[config.mk]
export PLATFORM = sky130hd
export DESIGN_NAME = aorf_device_flat
export DESIGN_NICKNAME = d
export VERILOG_FILES = /design/src/verilog/aorf_pkg.sv /design/src/verilog/aorf_link_if.sv /design/src/verilog/aorf_device.sv /design/src/flat_wrapper.sv
export SDC_FILE = /design/constraint.sdc
export NUM_CORES = 1
export LEC_CHECK = 0
export ABC_AREA = 0
export BUFFER_PORTS_ARGS = -buffer_cell sky130_fd_sc_hd__buf_2
export CORE_MARGIN = 2
export CORE_UTILIZATION = 50
export DETAILED_ROUTE_END_ITERATION = 10
export PLACE_DENSITY = 0.75
export RECOVER_POWER = 50
export SYNTH_ARGS = -nofsm -noshare
export SYNTH_HDL_FRONTEND = slang
export SYNTH_SLANG_ARGS = --single-unit
[constraint.sdc]
create_clock -name clk_i -period 6 [get_ports clk_i]
set_input_delay 0.6 -clock clk_i [delete_from_list [all_inputs] [get_ports clk_i]]
set_output_delay 0.6 -clock clk_i [all_outputs]
set_load 0.02 [all_outputs]
[src/verilog/aorf_pkg.sv]
package aorf_pkg;
   // ==========================================================
   // Widths
   localparam int DATA_W   = 12;
   localparam int ANA_W    = 16;
   localparam int HALF_W   = 12;
   localparam int CNT_W    = 12;

   // ==========================================================
   // Codes and reset values
   localparam logic [DATA_W-1:0] CODE_MIN  = 12'h000;
   localparam logic [DATA_W-1:0] CODE_MAX  = 12'hfff;
   localparam logic [DATA_W-1:0] DATA_RST  = 12'h000;
   localparam logic              FLAG_RST  = 1'b0;
   localparam logic              SCLK_RST  = 1'b0;

   // ==========================================================
   // Analog scale: one unit is half the LSB of the 2.5 V range
   localparam logic signed [17:0] BIP_OFFSET  = 18'sh02000;
   localparam logic signed [17:0] HALF_STEP_1 = 18'sh00001;
   localparam logic signed [17:0] HALF_STEP_2 = 18'sh00002;
   localparam logic signed [17:0] CODE_TOP    = 18'sh00fff;
   localparam int                 SHIFT_2V5   = 1;
   localparam int                 SHIFT_5V0   = 2;

   typedef enum logic [1:0]
   {
      RANGE_UNI_2V5 = 2'h0,
      RANGE_UNI_5V0 = 2'h1,
      RANGE_BIP_2V5 = 2'h2
   } aorf_range_t;

   // ==========================================================
   // Pipeline
   localparam int PIPE_DEPTH = 3;

   // ==========================================================
   // Timing
   localparam int CLK_PERIOD_NS  = 10;
   localparam int T_PULSE_MIN_NS = 167;
   localparam int F_SAMPLE_MIN_HZ = 20000;
   localparam int T_HALF_MAX_NS  = 1000000000 / (2 * F_SAMPLE_MIN_HZ);
   localparam int HALF_MIN_CYC   = (T_PULSE_MIN_NS + CLK_PERIOD_NS - 1) / CLK_PERIOD_NS;
   localparam int HALF_MAX_CYC   = T_HALF_MAX_NS / CLK_PERIOD_NS;
   localparam int STALL_MARGIN_CYC = 16;
   localparam int STALL_CYC      = HALF_MAX_CYC + STALL_MARGIN_CYC;
endpackage
[src/verilog/aorf_link_if.sv]
interface aorf_link_if;
   logic                       sample_clk;
   logic [aorf_pkg::DATA_W-1:0] data;
   logic                       range_exceeded_flag;

   modport dev
   (
      input  sample_clk,
      output data,
      output range_exceeded_flag
   );

   modport host
   (
      output sample_clk,
      input  data,
      input  range_exceeded_flag
   );
endinterface

[src/verilog/aorf_device.sv]
// Operation
// - Unipolar ranges give straight binary codes
// - Bipolar range gives offset binary codes
// - Receiver inverts MSB for twos complement
// - Flag travels with its data word
// - Flag low for in-range samples
// - Flag high beyond half LSB past full-scale
// - Flag stays high until in-range sample output
// - Receiver decodes under/over from flag and MSB
// - Both sample clock edges drive conversion timing
// - Clock high and low phases meet minimum
// - Even duty cycle at maximum rate
// - Uneven duty allowed below maximum rate
// - Even duty from divide-by-two of faster clock
// - Converts correctly down to minimum clock rate
// - Three conversions in flight; disturbance flushes
module aorf_device
(
   input  wire logic                      clk_i,
   input  wire logic                      rst_n_i,
   aorf_link_if.dev                       link,
   input  wire logic signed [aorf_pkg::ANA_W-1:0] analog_i,
   input  wire aorf_pkg::aorf_range_t     range_sel_i,
   input  wire logic                      ref_disturb_i,
   output logic                           word_valid_o,
   output logic                           clock_stalled_o
);
   import aorf_pkg::*;

   // ==========================================================
   // Quantiser: returns {flag, code}
   function automatic logic [DATA_W:0] aorf_quantize
   (
      input logic signed [ANA_W-1:0] v,
      input aorf_range_t             r
   );
      logic signed [17:0] off;
      logic signed [17:0] n;
      off = 18'(v);
      case (r)
         RANGE_BIP_2V5:
         begin
            off = 18'(v) + BIP_OFFSET;
            n   = (off + HALF_STEP_2) >>> SHIFT_5V0;
         end
         RANGE_UNI_5V0:
         begin
            n = (off + HALF_STEP_2) >>> SHIFT_5V0;
         end
         default:
         begin
            n = (off + HALF_STEP_1) >>> SHIFT_2V5;
         end
      endcase
      if (n < 18'sh00000)
         aorf_quantize = {1'b1, CODE_MIN};
      else if (n > CODE_TOP)
         aorf_quantize = {1'b1, CODE_MAX};
      else
         aorf_quantize = {1'b0, n[DATA_W-1:0]};
   endfunction

   // ==========================================================
   // Sample clock synchroniser and edge detect
   logic sclk_s1_reg, sclk_s2_reg, sclk_s3_reg;
   logic rise, fall;

   always_ff @(posedge clk_i or negedge rst_n_i)
   begin
      if (!rst_n_i)
      begin
         sclk_s1_reg <= SCLK_RST;
         sclk_s2_reg <= SCLK_RST;
         sclk_s3_reg <= SCLK_RST;
      end
      else
      begin
         sclk_s1_reg <= link.sample_clk;
         sclk_s2_reg <= sclk_s1_reg;
         sclk_s3_reg <= sclk_s2_reg;
      end
   end

   assign rise = sclk_s2_reg & ~sclk_s3_reg;
   assign fall = ~sclk_s2_reg & sclk_s3_reg;

   // ==========================================================
   // Slow clock watchdog
   logic [CNT_W-1:0] idle_cnt_reg, idle_cnt_next;
   logic             stalled_reg, stalled_next;
   logic             flush;

   always_comb
   begin
      idle_cnt_next = idle_cnt_reg;
      stalled_next  = stalled_reg;
      if (rise || fall)
      begin
         idle_cnt_next = 12'h000;
         stalled_next  = 1'b0;
      end
      else if (idle_cnt_reg >= CNT_W'(STALL_CYC))
         stalled_next = 1'b1;
      else
         idle_cnt_next = idle_cnt_reg + 12'h001;
   end

   always_ff @(posedge clk_i or negedge rst_n_i)
   begin
      if (!rst_n_i)
      begin
         idle_cnt_reg <= 12'h000;
         stalled_reg  <= 1'b0;
      end
      else
      begin
         idle_cnt_reg <= idle_cnt_next;
         stalled_reg  <= stalled_next;
      end
   end

   // Reference disturbance or lost clock empties the pipeline
   assign flush = ref_disturb_i | stalled_next;

   // ==========================================================
   // Conversion pipeline
   logic [DATA_W:0] stage_reg  [PIPE_DEPTH];
   logic [DATA_W:0] stage_next [PIPE_DEPTH];
   logic            vld_reg    [PIPE_DEPTH];
   logic            vld_next   [PIPE_DEPTH];

   always_comb
   begin
      stage_next[0] = stage_reg[0];
      vld_next[0]   = vld_reg[0] & ~flush;
      if (rise)
      begin
         stage_next[0] = aorf_quantize(analog_i, range_sel_i);
         vld_next[0]   = ~flush;
      end
   end

   genvar gi;
   generate
      for (gi = 1; gi < PIPE_DEPTH; gi++)
      begin : g_stage
         always_comb
         begin
            stage_next[gi] = stage_reg[gi];
            vld_next[gi]   = vld_reg[gi] & ~flush;
            if (fall)
            begin
               stage_next[gi] = stage_reg[gi-1];
               vld_next[gi]   = vld_reg[gi-1] & ~flush;
            end
         end
      end
   endgenerate

   generate
      for (gi = 0; gi < PIPE_DEPTH; gi++)
      begin : g_stage_ff
         always_ff @(posedge clk_i or negedge rst_n_i)
         begin
            if (!rst_n_i)
            begin
               stage_reg[gi] <= {FLAG_RST, DATA_RST};
               vld_reg[gi]   <= 1'b0;
            end
            else
            begin
               stage_reg[gi] <= stage_next[gi];
               vld_reg[gi]   <= vld_next[gi];
            end
         end
      end
   endgenerate

   // ==========================================================
   // Output word
   logic [DATA_W-1:0] data_reg, data_next;
   logic              flag_reg, flag_next;
   logic              wvld_reg, wvld_next;

   always_comb
   begin
      data_next = data_reg;
      flag_next = flag_reg;
      wvld_next = wvld_reg & ~flush;
      if (fall)
      begin
         data_next = stage_reg[PIPE_DEPTH-1][DATA_W-1:0];
         flag_next = stage_reg[PIPE_DEPTH-1][DATA_W];
         wvld_next = vld_reg[PIPE_DEPTH-1] & ~flush;
      end
   end

   always_ff @(posedge clk_i or negedge rst_n_i)
   begin
      if (!rst_n_i)
      begin
         data_reg <= DATA_RST;
         flag_reg <= FLAG_RST;
         wvld_reg <= 1'b0;
      end
      else
      begin
         data_reg <= data_next;
         flag_reg <= flag_next;
         wvld_reg <= wvld_next;
      end
   end

   assign link.data                = data_reg;
   assign link.range_exceeded_flag = flag_reg;
   assign word_valid_o             = wvld_reg;
   assign clock_stalled_o          = stalled_reg;
endmodule

[src/flat_wrapper.sv]
// flat-port wrapper written by rule: the top's interface ports become plain ports
module aorf_device_flat import aorf_pkg::*;
  (clk_i, rst_n_i, analog_i, range_sel_i, ref_disturb_i, word_valid_o, clock_stalled_o, link_sample_clk, link_data, link_range_exceeded_flag);
  aorf_link_if link_i ();
  input  wire logic clk_i;
  input  wire logic rst_n_i;
  input  wire logic signed [aorf_pkg::ANA_W-1:0] analog_i;
  input  wire aorf_pkg::aorf_range_t range_sel_i;
  input  wire logic ref_disturb_i;
  output logic word_valid_o;
  output logic clock_stalled_o;
  input wire logic [$bits(link_i.sample_clk)-1:0] link_sample_clk;
  output wire logic [$bits(link_i.data)-1:0] link_data;
  output wire logic [$bits(link_i.range_exceeded_flag)-1:0] link_range_exceeded_flag;
  assign link_i.sample_clk = link_sample_clk;
  assign link_data = link_i.data;
  assign link_range_exceeded_flag = link_i.range_exceeded_flag;
  aorf_device u_core (.clk_i(clk_i), .rst_n_i(rst_n_i), .link(link_i), .analog_i(analog_i), .range_sel_i(range_sel_i), .ref_disturb_i(ref_disturb_i), .word_valid_o(word_valid_o), .clock_stalled_o(clock_stalled_o));
endmodule
==> results of run 1 <==
==> path summary, 6_finish.rpt <==
kind,startpoint,to,slack (ps)
setup / recovery,range_sel_i[1],u_core.stage_reg[26],2150
min in group asynchronous,rst_n_i,u_core.stage_reg[21],1600
hold reg to reg,u_core.sclk_s1_reg,u_core.sclk_s2_reg,380
hold / removal,link_sample_clk,u_core.sclk_s1_reg,360
max in group asynchronous,rst_n_i,u_core.stage_reg[26],2380
setup reg to reg,u_core.sclk_s3_reg,u_core.stage_reg[26],3510
==> placed cells by master, fill, tap and decap left out, types with 4 or more instances in the layout <==
cell	count
clkbuf_8	11
buf_2	32
xor2_1	12
mux2i_1	7
xnor2_1	19
mux2_2	39
nor2_1	21
dfrtp_1	72
clkbuf_1	5
a21oi_1	14
nand3_1	16
nand2_1	35
inv_1	23
and2_1	9
nand4_1	10
a31oi_1	4
o21ai_0	8
ha_1	6
a21boi_0	4
o221ai_2	10
nor3_1	7
o22ai_1	4
==> power by group <==
group	total [uW]	switching [uW]	internal, uW	leakage, uW
registers	656	57.2	599	0.000875
clock network	426	170	256	0.000119
logic	320	173	147	0.000869
==> metal layers <==
layer,global-route usage,up-vias
met5,0,-
met4,0.0882,0
met3,0.0265,15
met2,0.301,100
met1,0.254,1392
li1,-,1434
==> worst max-delay path: cells and delay by family <==
kind / cells / cell delay, ps
simple gates: 7 / 2290
compound gates: 3 / 670
fa+ha+maj: 1 / 270
buf+inv: 1 / 240
==> kinds of logic after synthesis <==
logic type      share of synthesized area
xor+xnor                           0.0671
fa+ha+maj                          0.0217
mux                                 0.126
flops                               0.445
compound gates                      0.133
simple gates                        0.156
buf+inv                            0.0504
==> through the flow <==
step	cells	utilization	setup WS, ps	total power, uW
final	519	0.575	2150	1400
after detailed placement	503	0.547	1800	992
after global placement	503	0.547	1970	975
after CTS	519	0.576	2170	1420
after global routing	519	0.575	1540	1480
after floorplan	388	-	2820	888
==> final cells by class <==
type | instances | area (um^2) | area share
Multi-Input combinational cell | 269 | 2040 | 0.457
Sequential cell | 72 | 1800 | 0.403
Timing Repair Buffer | 37 | 179 | 0.0401
Clock buffer | 11 | 151 | 0.0339
Tap cell | 102 | 128 | 0.0286
Inverter | 23 | 86.3 | 0.0193
Clock inverter | 5 | 78.8 | 0.0176
==> cell usage after synthesis, types with 3 or more instances <==
cell type	number
nand3_1	16
o221ai_1	3
xor2_1	12
clkbuf_1	12
o21ai_0	8
xnor2_1	19
and2_1	9
nor2b_1	3
dfrtp_1	72
nor2_1	21
a21boi_0	4
o22ai_1	4
mux2_2	39
inv_1	23
buf_4	3
nand2b_1	3
nand4_1	10
ha_1	7
mux2i_1	7
a21oi_1	14
nand2_1	35
a31oi_1	4
o221ai_2	10
buf_2	7
nor3_1	7
==> out/metrics.csv, run 1 <==
metric,value,unit
Reg2Reg Depth,5,
Final Hold Vio Count,0,
Filler Cell Count,676,
"slowest stage delay, CP",720,ps
cts hold-fix bufs,0,
clock latency on the worst-skew pair,340,ps
# port buffers,36,
ys flop type,dfrtp_1,
Die Height,93.9,um
ys async rst share,1.00,
main area contributors after synthesis,"dfrtp_1 (45%), mux2_2 (11%), xnor2_1 (4.1%)",
clock-pin slew on the worst setup and hold paths,70,ps
Synth Instances,388,
RePlAce Congestion,0.905,
top layer reached by signal wires,met4,
clk_skew,8.50,ps
first-pass GRT wire length,13.2,mm
Worst Path Required,6230,ps
Final Setup Violations,0,
relative slew slack,-1.41,
hold crit path type,input port to flip-flop,
Post-Route WL,7.74,mm
LEAKAGE,0.00186,uW
PwrDens,314,nW/um^2
crit path time final,3850,ps
Slew @ Worst Pin,3610,ps
core area,7770,um^2
post-synth top area cell,dfrtp_1,
Antenna Cells,0,
fin nets,441,
Critical Path End Type,flip-flop,
Core Rows,32,
TritonCTS buffer count,9,
max FFs per register,39,
routed via count,2941,
highest clock rate,0.259,GHz
Min Hold Slack,364,ps
initial antenna violation count,0,
CTS tree,built,
"antenna viol nets, final",0,
vias in the first global route,2809,
Synth Net Count,417,
maximum buffer depth of the clock tree,2,
"Max FO, Critical Path",17,
drt first pass iters,5,
IO Count,37,
post-CTS sizing,0,
CP max stage cell,nor2b_1,
Post-Syn Area,4050,um^2
Die Wd,93.9,um
DRC,0,
RSZ-0062 raised after global routing,no,
fin crit share,0.642,
# Max-Cap Violations,1,
# Post-CTS Setup Buffers,0,
Hold Path Cell Cnt,1,
Initial DRC Count,181,
startpoint class of the critical path,input port,
Syn Area/Cell,10.4,um^2
metal3 WL,421,um
finished layout cell area,4470,um^2
fraction of layout instances using a drive strength above 1,0.259,
GR Overflow Total,0,
routed len/inst,14.9,um
Seq cells post-synth,72,
DRT met1 WL,3.52,mm
sequential-to-total area share from yosys stat,0.445,
failing checks,"max-capacitance violations, max-slew violations",
Max Slew Vio Count,73,
vias per cell,5.67,
CTS Root Cell,clkbuf_8,
clock sinks,72,
CP Cell Sequence,"buf_2, nor2b_1, nand2_1, nand2_1, ha_1, and4_4, nand3_4, a2111oi_4, a21o_1, nand3_2, or3_4, o221ai_1",
status,finished with violations,
Synth cell types,54,
largest net degree at the start of global routing,73,
CTS H-tree depth,3,
hpwl dp,5.51,mm
WP data arrival,4090,ps
gr usage total,0.188,
Yosys warnings,0,
Max VDD drop,152,uV
number of enable flip-flop cells after synthesis,0,
wire length on met2,3.67,mm
Area after DPL,4250,um^2
critical path class,input port to flip-flop,
Die Footprint,8830,um^2
"most used cell, CP",nand2_1,
Synth top area share,0.445,
Fin Setup TNS,0,ps
Area Growth Syn to Fin,10.4,%
Starting Density,0.521,
Power figures use the tool's default switching activity.
==> inputs of run 2 (changes only) <==
clock period = 3.6 ns   (was 6 ns; I/O delays follow)
==> out/metrics.csv, run 2 (synthesis results as in run 1) <==
metric,value,unit,change
Critical Path End Type,flip-flop,,
P_sw,653,uW,+63%
reg2reg start,u_core.idle_cnt_reg[2],,
routed via count,2908,,-1.1%
Post-Route WL,7.51,mm,-2.9%
clock latency on the worst-skew pair,330,ps,about the same
"antenna viol nets, final",0,,unchanged
Die Wd,93.9,um,unchanged
LEAKAGE,0.00187,uW,+0.22%
fraction of layout instances using a drive strength above 1,0.261,,+0.00229
TritonCTS buffer count,9,,unchanged
FF-to-FF End,u_core.idle_cnt_reg[7],,
Starting Density,0.521,,unchanged
Die Height,93.9,um,unchanged
Final Setup Violations,0,,unchanged
maximum buffer depth of the clock tree,2,,unchanged
combinational share of power,0.235,,+0.007
hpwl dp,5.55,mm,+0.74%
relative slew slack,-0.417,,+0.993
clock-pin slew on the worst setup and hold paths,70,ps,about the same
Final Hold Vio Count,0,,unchanged
Worst Path Required,3840,ps,-2390 ps
GR Overflow Total,0,,unchanged
Worst setup startpoint,range_sel_i[1],,
post-CTS sizing,0,,unchanged
Area Growth Syn to Fin,10.4,%,unchanged
status,finished with violations,,
clk_skew,10.8,ps,+2.33 ps
max FFs per register,39,,unchanged
initial antenna violation count,0,,unchanged
"slowest stage delay, CP",530,ps,-190 ps
startpoint class of the critical path,input port,,
PwrDens,504,nW/um^2,+61%
clock sinks,72,,unchanged
# Max-Cap Violations,1,,unchanged
"Max FO, Critical Path",17,,unchanged
gr usage total,0.186,,-0.00236
RSZ-0062 raised after global routing,no,,
Seq pwr share,0.483,,+0.015
RePlAce Congestion,0.881,,-2.7%
drt first pass iters,4,,-1
cts hold-fix bufs,0,,unchanged
Final Power,2250,uW,+61%
Core Rows,32,,unchanged
vias per cell,5.56,,-1.9%
crit path to,u_core.stage_reg[26],,
sw frac,0.290,,+0.00393
crit path time final,2670,ps,
failing checks,"max-capacitance violations, max-slew violations",,
Int Power,1600,uW,+60%
Fin Setup TNS,0,ps,unchanged
CP max stage cell,or3_4,,
Filler Cell Count,674,,-0.30%
"commonest cells after routing, fill and taps aside","dfrtp_1 (72), mux2_2 (39), nand2_1 (35)",,
largest net degree at the start of global routing,43,,-41%
Hold Startpoint,link_sample_clk,,
Max Slew Vio Count,43,,-41%
CTS tree,built,,
critical path class,input port to flip-flop,,
fin nets,445,,+0.91%
# port buffers,36,,unchanged
CTS Root Cell,clkbuf_8,,
R2R setup slack,1310,ps,-2200 ps
# Post-CTS Setup Buffers,0,,unchanged
Reg2Reg Depth,6,,+1
WP data arrival,2910,ps,-1180 ps
Die Footprint,8830,um^2,unchanged
highest clock rate,0.374,GHz,
IO Count,37,,unchanged
Initial DRC Count,196,,+8.3%
CP Cell Sequence,"buf_2, nor2b_1, nand2_1, nand2_1, ha_1, and4_4, nand3_4, a2111oi_4, a21o_1, nand3_2, or3_4, o221ai_1",,
Slew @ Worst Pin,2130,ps,-1490 ps
Clock power frac,0.281,,-0.023
hold crit path type,input port to flip-flop,,
vias in the first global route,2802,,-0.25%
first-pass GRT wire length,13.0,mm,-1.4%
CTS H-tree depth,3,,unchanged
fin crit share,0.742,,
core area,7770,um^2,unchanged
Max VDD drop,180,uV,+18%
DRC,0,,unchanged
"most common cell after layout, fill and taps aside",dfrtp_1,,
routed len/inst,14.4,um,-3.7%
"most used cell, CP",nand2_1,,
Antenna Cells,0,,unchanged
-- run 2: layout make-up --
class                           count  area (um^2)  share of cell area
Timing Repair Buffer               41          204              0.0457
Tap cell                          102          128              0.0286
Sequential cell                    72         1800               0.403
Clock buffer                       11          151              0.0339
Inverter                           23         86.3              0.0193
Multi-Input combinational cell    269         2040               0.457
Clock inverter                      5         53.8              0.0120
-- run 2: worst min-delay path by stage --
stage,endpoint,slack [ps],depth (start not counted)
2_1_floorplan,u_core.clock_stalled_o,60,0
3_3_place_gp,u_core.sclk_s2_reg,360,0
3_5_place_dp,u_core.sclk_s2_reg,370,0
4_1_cts,u_core.sclk_s1_reg,110,1
5_1_grt,u_core.sclk_s1_reg,120,1
6_report,u_core.sclk_s1_reg,130,1
-- run 2: routing by layer --
layer / part of all wire / global-route usage / vias to the layer above
li1: - / - / 1435
met1: 0.46 / 0.255 / 1387
met2: 0.47 / 0.292 / 80
met3: 0.048 / 0.0241 / 6
met4: 0.015 / 0.0906 / 0
met5: 0 / 0 / -
-- run 2: critical path, delay by kind of cell --
kind | cells | cell delay (ps)
compound gates | 3 | 670
fa+ha+maj | 1 | 260
buf+inv | 1 | 230
simple gates | 7 | 1390
-- run 2: per-stage QoR --
step / instances / instance area (um^2) / hold WS [ps] / util / worst slack (ps)
2_1_floorplan: 388 / 4050 / 64.4 / - / 663
3_3_place_gp: 507 / 4280 / 362 / 0.550 / 677
3_5_place_dp: 507 / 4280 / 368 / 0.550 / 571
4_1_cts: 523 / 4480 / 115 / 0.577 / 916
5_1_grt: 523 / 4470 / 116 / 0.575 / 611
6_report: 523 / 4470 / 132 / 0.575 / 929
-- run 2: power groups by stage --
stage	combinational [uW]	sequential (uW)	clock [uW]
6_report	530	1090	634
5_1_grt	584	1120	691
4_1_cts	544	1090	652
3_5_place_dp	542	1110	0
3_3_place_gp	527	1100	0
2_1_floorplan	316	1160	0
==> inputs of run 3 (changes only) <==
clock period = 2.52 ns   (was 3.6 ns; I/O delays follow)
==> out/metrics.csv, run 3 (synthesis results as in run 1) <==
metric,value,unit,change
LEAKAGE,0.00196,uW,+5.0%
"antenna viol nets, final",0,,unchanged
hold crit path type,input port to flip-flop,,
TritonCTS buffer count,9,,unchanged
Final Hold Vio Count,0,,unchanged
Reg2Reg Depth,7,,+1
startpoint class of the critical path,input port,,
IO Count,37,,unchanged
crit path time final,2160,ps,
Area Growth Syn to Fin,14.5,%,
RePlAce Congestion,0.965,,+9.5%
routed via count,3002,,+3.2%
cts hold-fix bufs,1,,+1
FF-to-FF End,u_core.idle_cnt_reg[7],,
setup ws final,363,ps,-566 ps
fin crit share,0.856,,
Hold Startpoint,ref_disturb_i,,
Post-Route WL,8.07,mm,+7.3%
Core Rows,32,,unchanged
status,finished with violations,,
vias in the first global route,2888,,+3.1%
# Post-CTS Setup Buffers,0,,unchanged
post-CTS sizing,0,,unchanged
Max Slew Vio Count,35,,-19%
CTS H-tree depth,3,,unchanged
critical path class,input port to flip-flop,,
Final Power,3240,uW,+44%
PwrDens,699,nW/um^2,+39%
CTS Root Cell,clkbuf_8,,
Final Setup Violations,0,,unchanged
R2R setup slack,530,ps,-780 ps
Slew @ Worst Pin,1890,ps,-240 ps
Die Wd,93.9,um,unchanged
Critical Path End Type,flip-flop,,
DRC,0,,unchanged
"commonest cells after routing, fill and taps aside","dfrtp_1 (72), mux2_2 (39), nand2_1 (35)",,
hpwl dp,5.89,mm,+6.2%
GR Overflow Total,0,,unchanged
reg2reg start,u_core.idle_cnt_reg[2],,
Fin Setup TNS,0,ps,unchanged
fraction of layout instances using a drive strength above 1,0.294,,+0.0323
gr usage total,0.200,,+0.0137
initial antenna violation count,0,,unchanged
"Max FO, Critical Path",12,,-5
Initial DRC Count,165,,-16%
highest clock rate,0.464,GHz,
max FFs per register,39,,unchanged
Die Footprint,8830,um^2,unchanged
# Max-Cap Violations,1,,unchanged
clock sinks,72,,unchanged
relative slew slack,-0.257,,+0.160
core area,7770,um^2,unchanged
first-pass GRT wire length,13.8,mm,+6.3%
RSZ-0062 raised after global routing,no,,
Hold Path Cell Cnt,3,,+2
CTS tree,built,,
# port buffers,36,,unchanged
clock latency on the worst-skew pair,340,ps,about the same
Die Height,93.9,um,unchanged
Worst Path Required,2720,ps,-1120 ps
failing checks,"max-capacitance violations, max-slew violations",,
Starting Density,0.521,,unchanged
vias per cell,5.58,,+0.35%
maximum buffer depth of the clock tree,2,,unchanged
largest net degree at the start of global routing,39,,-9.3%
Max VDD drop,256,uV,+42%
clk_skew,8.19,ps,-2.64 ps
routed len/inst,15.0,um,+4.3%
Hold EP,u_core.word_valid_o,,
clock-pin slew on the worst setup and hold paths,70,ps,about the same
WP data arrival,2360,ps,-550 ps
fin nets,461,,+3.6%
"most common cell after layout, fill and taps aside",dfrtp_1,,
drt first pass iters,4,,unchanged
pre-CTS setup slack,4.30,ps,-567 ps
Antenna Cells,0,,unchanged
[run 3: area by class of cell]
type / instances / area [um^2]
inverter: 23 / 86.3
tap: 102 / 128
timing repair buffer: 57 / 359
fill: 670 / 3140
multi-input combinational: 269 / 2070
clock buffer: 11 / 141
clock inverter: 4 / 45.0
sequential: 72 / 1800
[run 3: per-stage QoR]
stage | util | cell area [um^2] | instances | hold slack (ps)
after floorplan | - | 4080 | 388 | -43.6
after global placement | 0.572 | 4440 | 522 | 335
after detailed placement | 0.572 | 4440 | 522 | 347
after CTS | 0.597 | 4640 | 538 | 22.1
after global routing | 0.596 | 4630 | 538 | 218
final | 0.596 | 4630 | 538 | 206
[run 3: power breakdown]
part | internal, uW | switching (uW)
clock | 474 | 389
combinational | 377 | 423
sequential | 1430 | 148
[run 3: worst max-delay path: stages]
cell and delay [ps]:
buf_2 170, nand2b_4 180, nand2_1 90, nand2_1 120, ha_4 140, and4_4 250, nand3_4 90, a2111oi_4 250
xor2_1 120, nor4b_2 270, or3_4 290, o221ai_1 140
[run 3: worst max-delay path by stage]
stage                    from              endpoint  slack, ps
6_report       range_sel_i[0]  u_core.stage_reg[26]        360
3_5_place_dp   range_sel_i[0]  u_core.stage_reg[27]          4
5_1_grt        range_sel_i[0]  u_core.stage_reg[26]        160
3_3_place_gp   range_sel_i[0]  u_core.stage_reg[27]         90
2_1_floorplan  range_sel_i[0]  u_core.stage_reg[28]         30
4_1_cts        range_sel_i[0]  u_core.stage_reg[27]        360
[run 3: layer usage]
metal	global-route usage	routed length, um	vias up
li1	-	-	1464
met2	0.326	3870	66
met1	0.266	3780	1459
met4	0.0930	165	0
met5	0	0	-
met3	0.0241	249	13
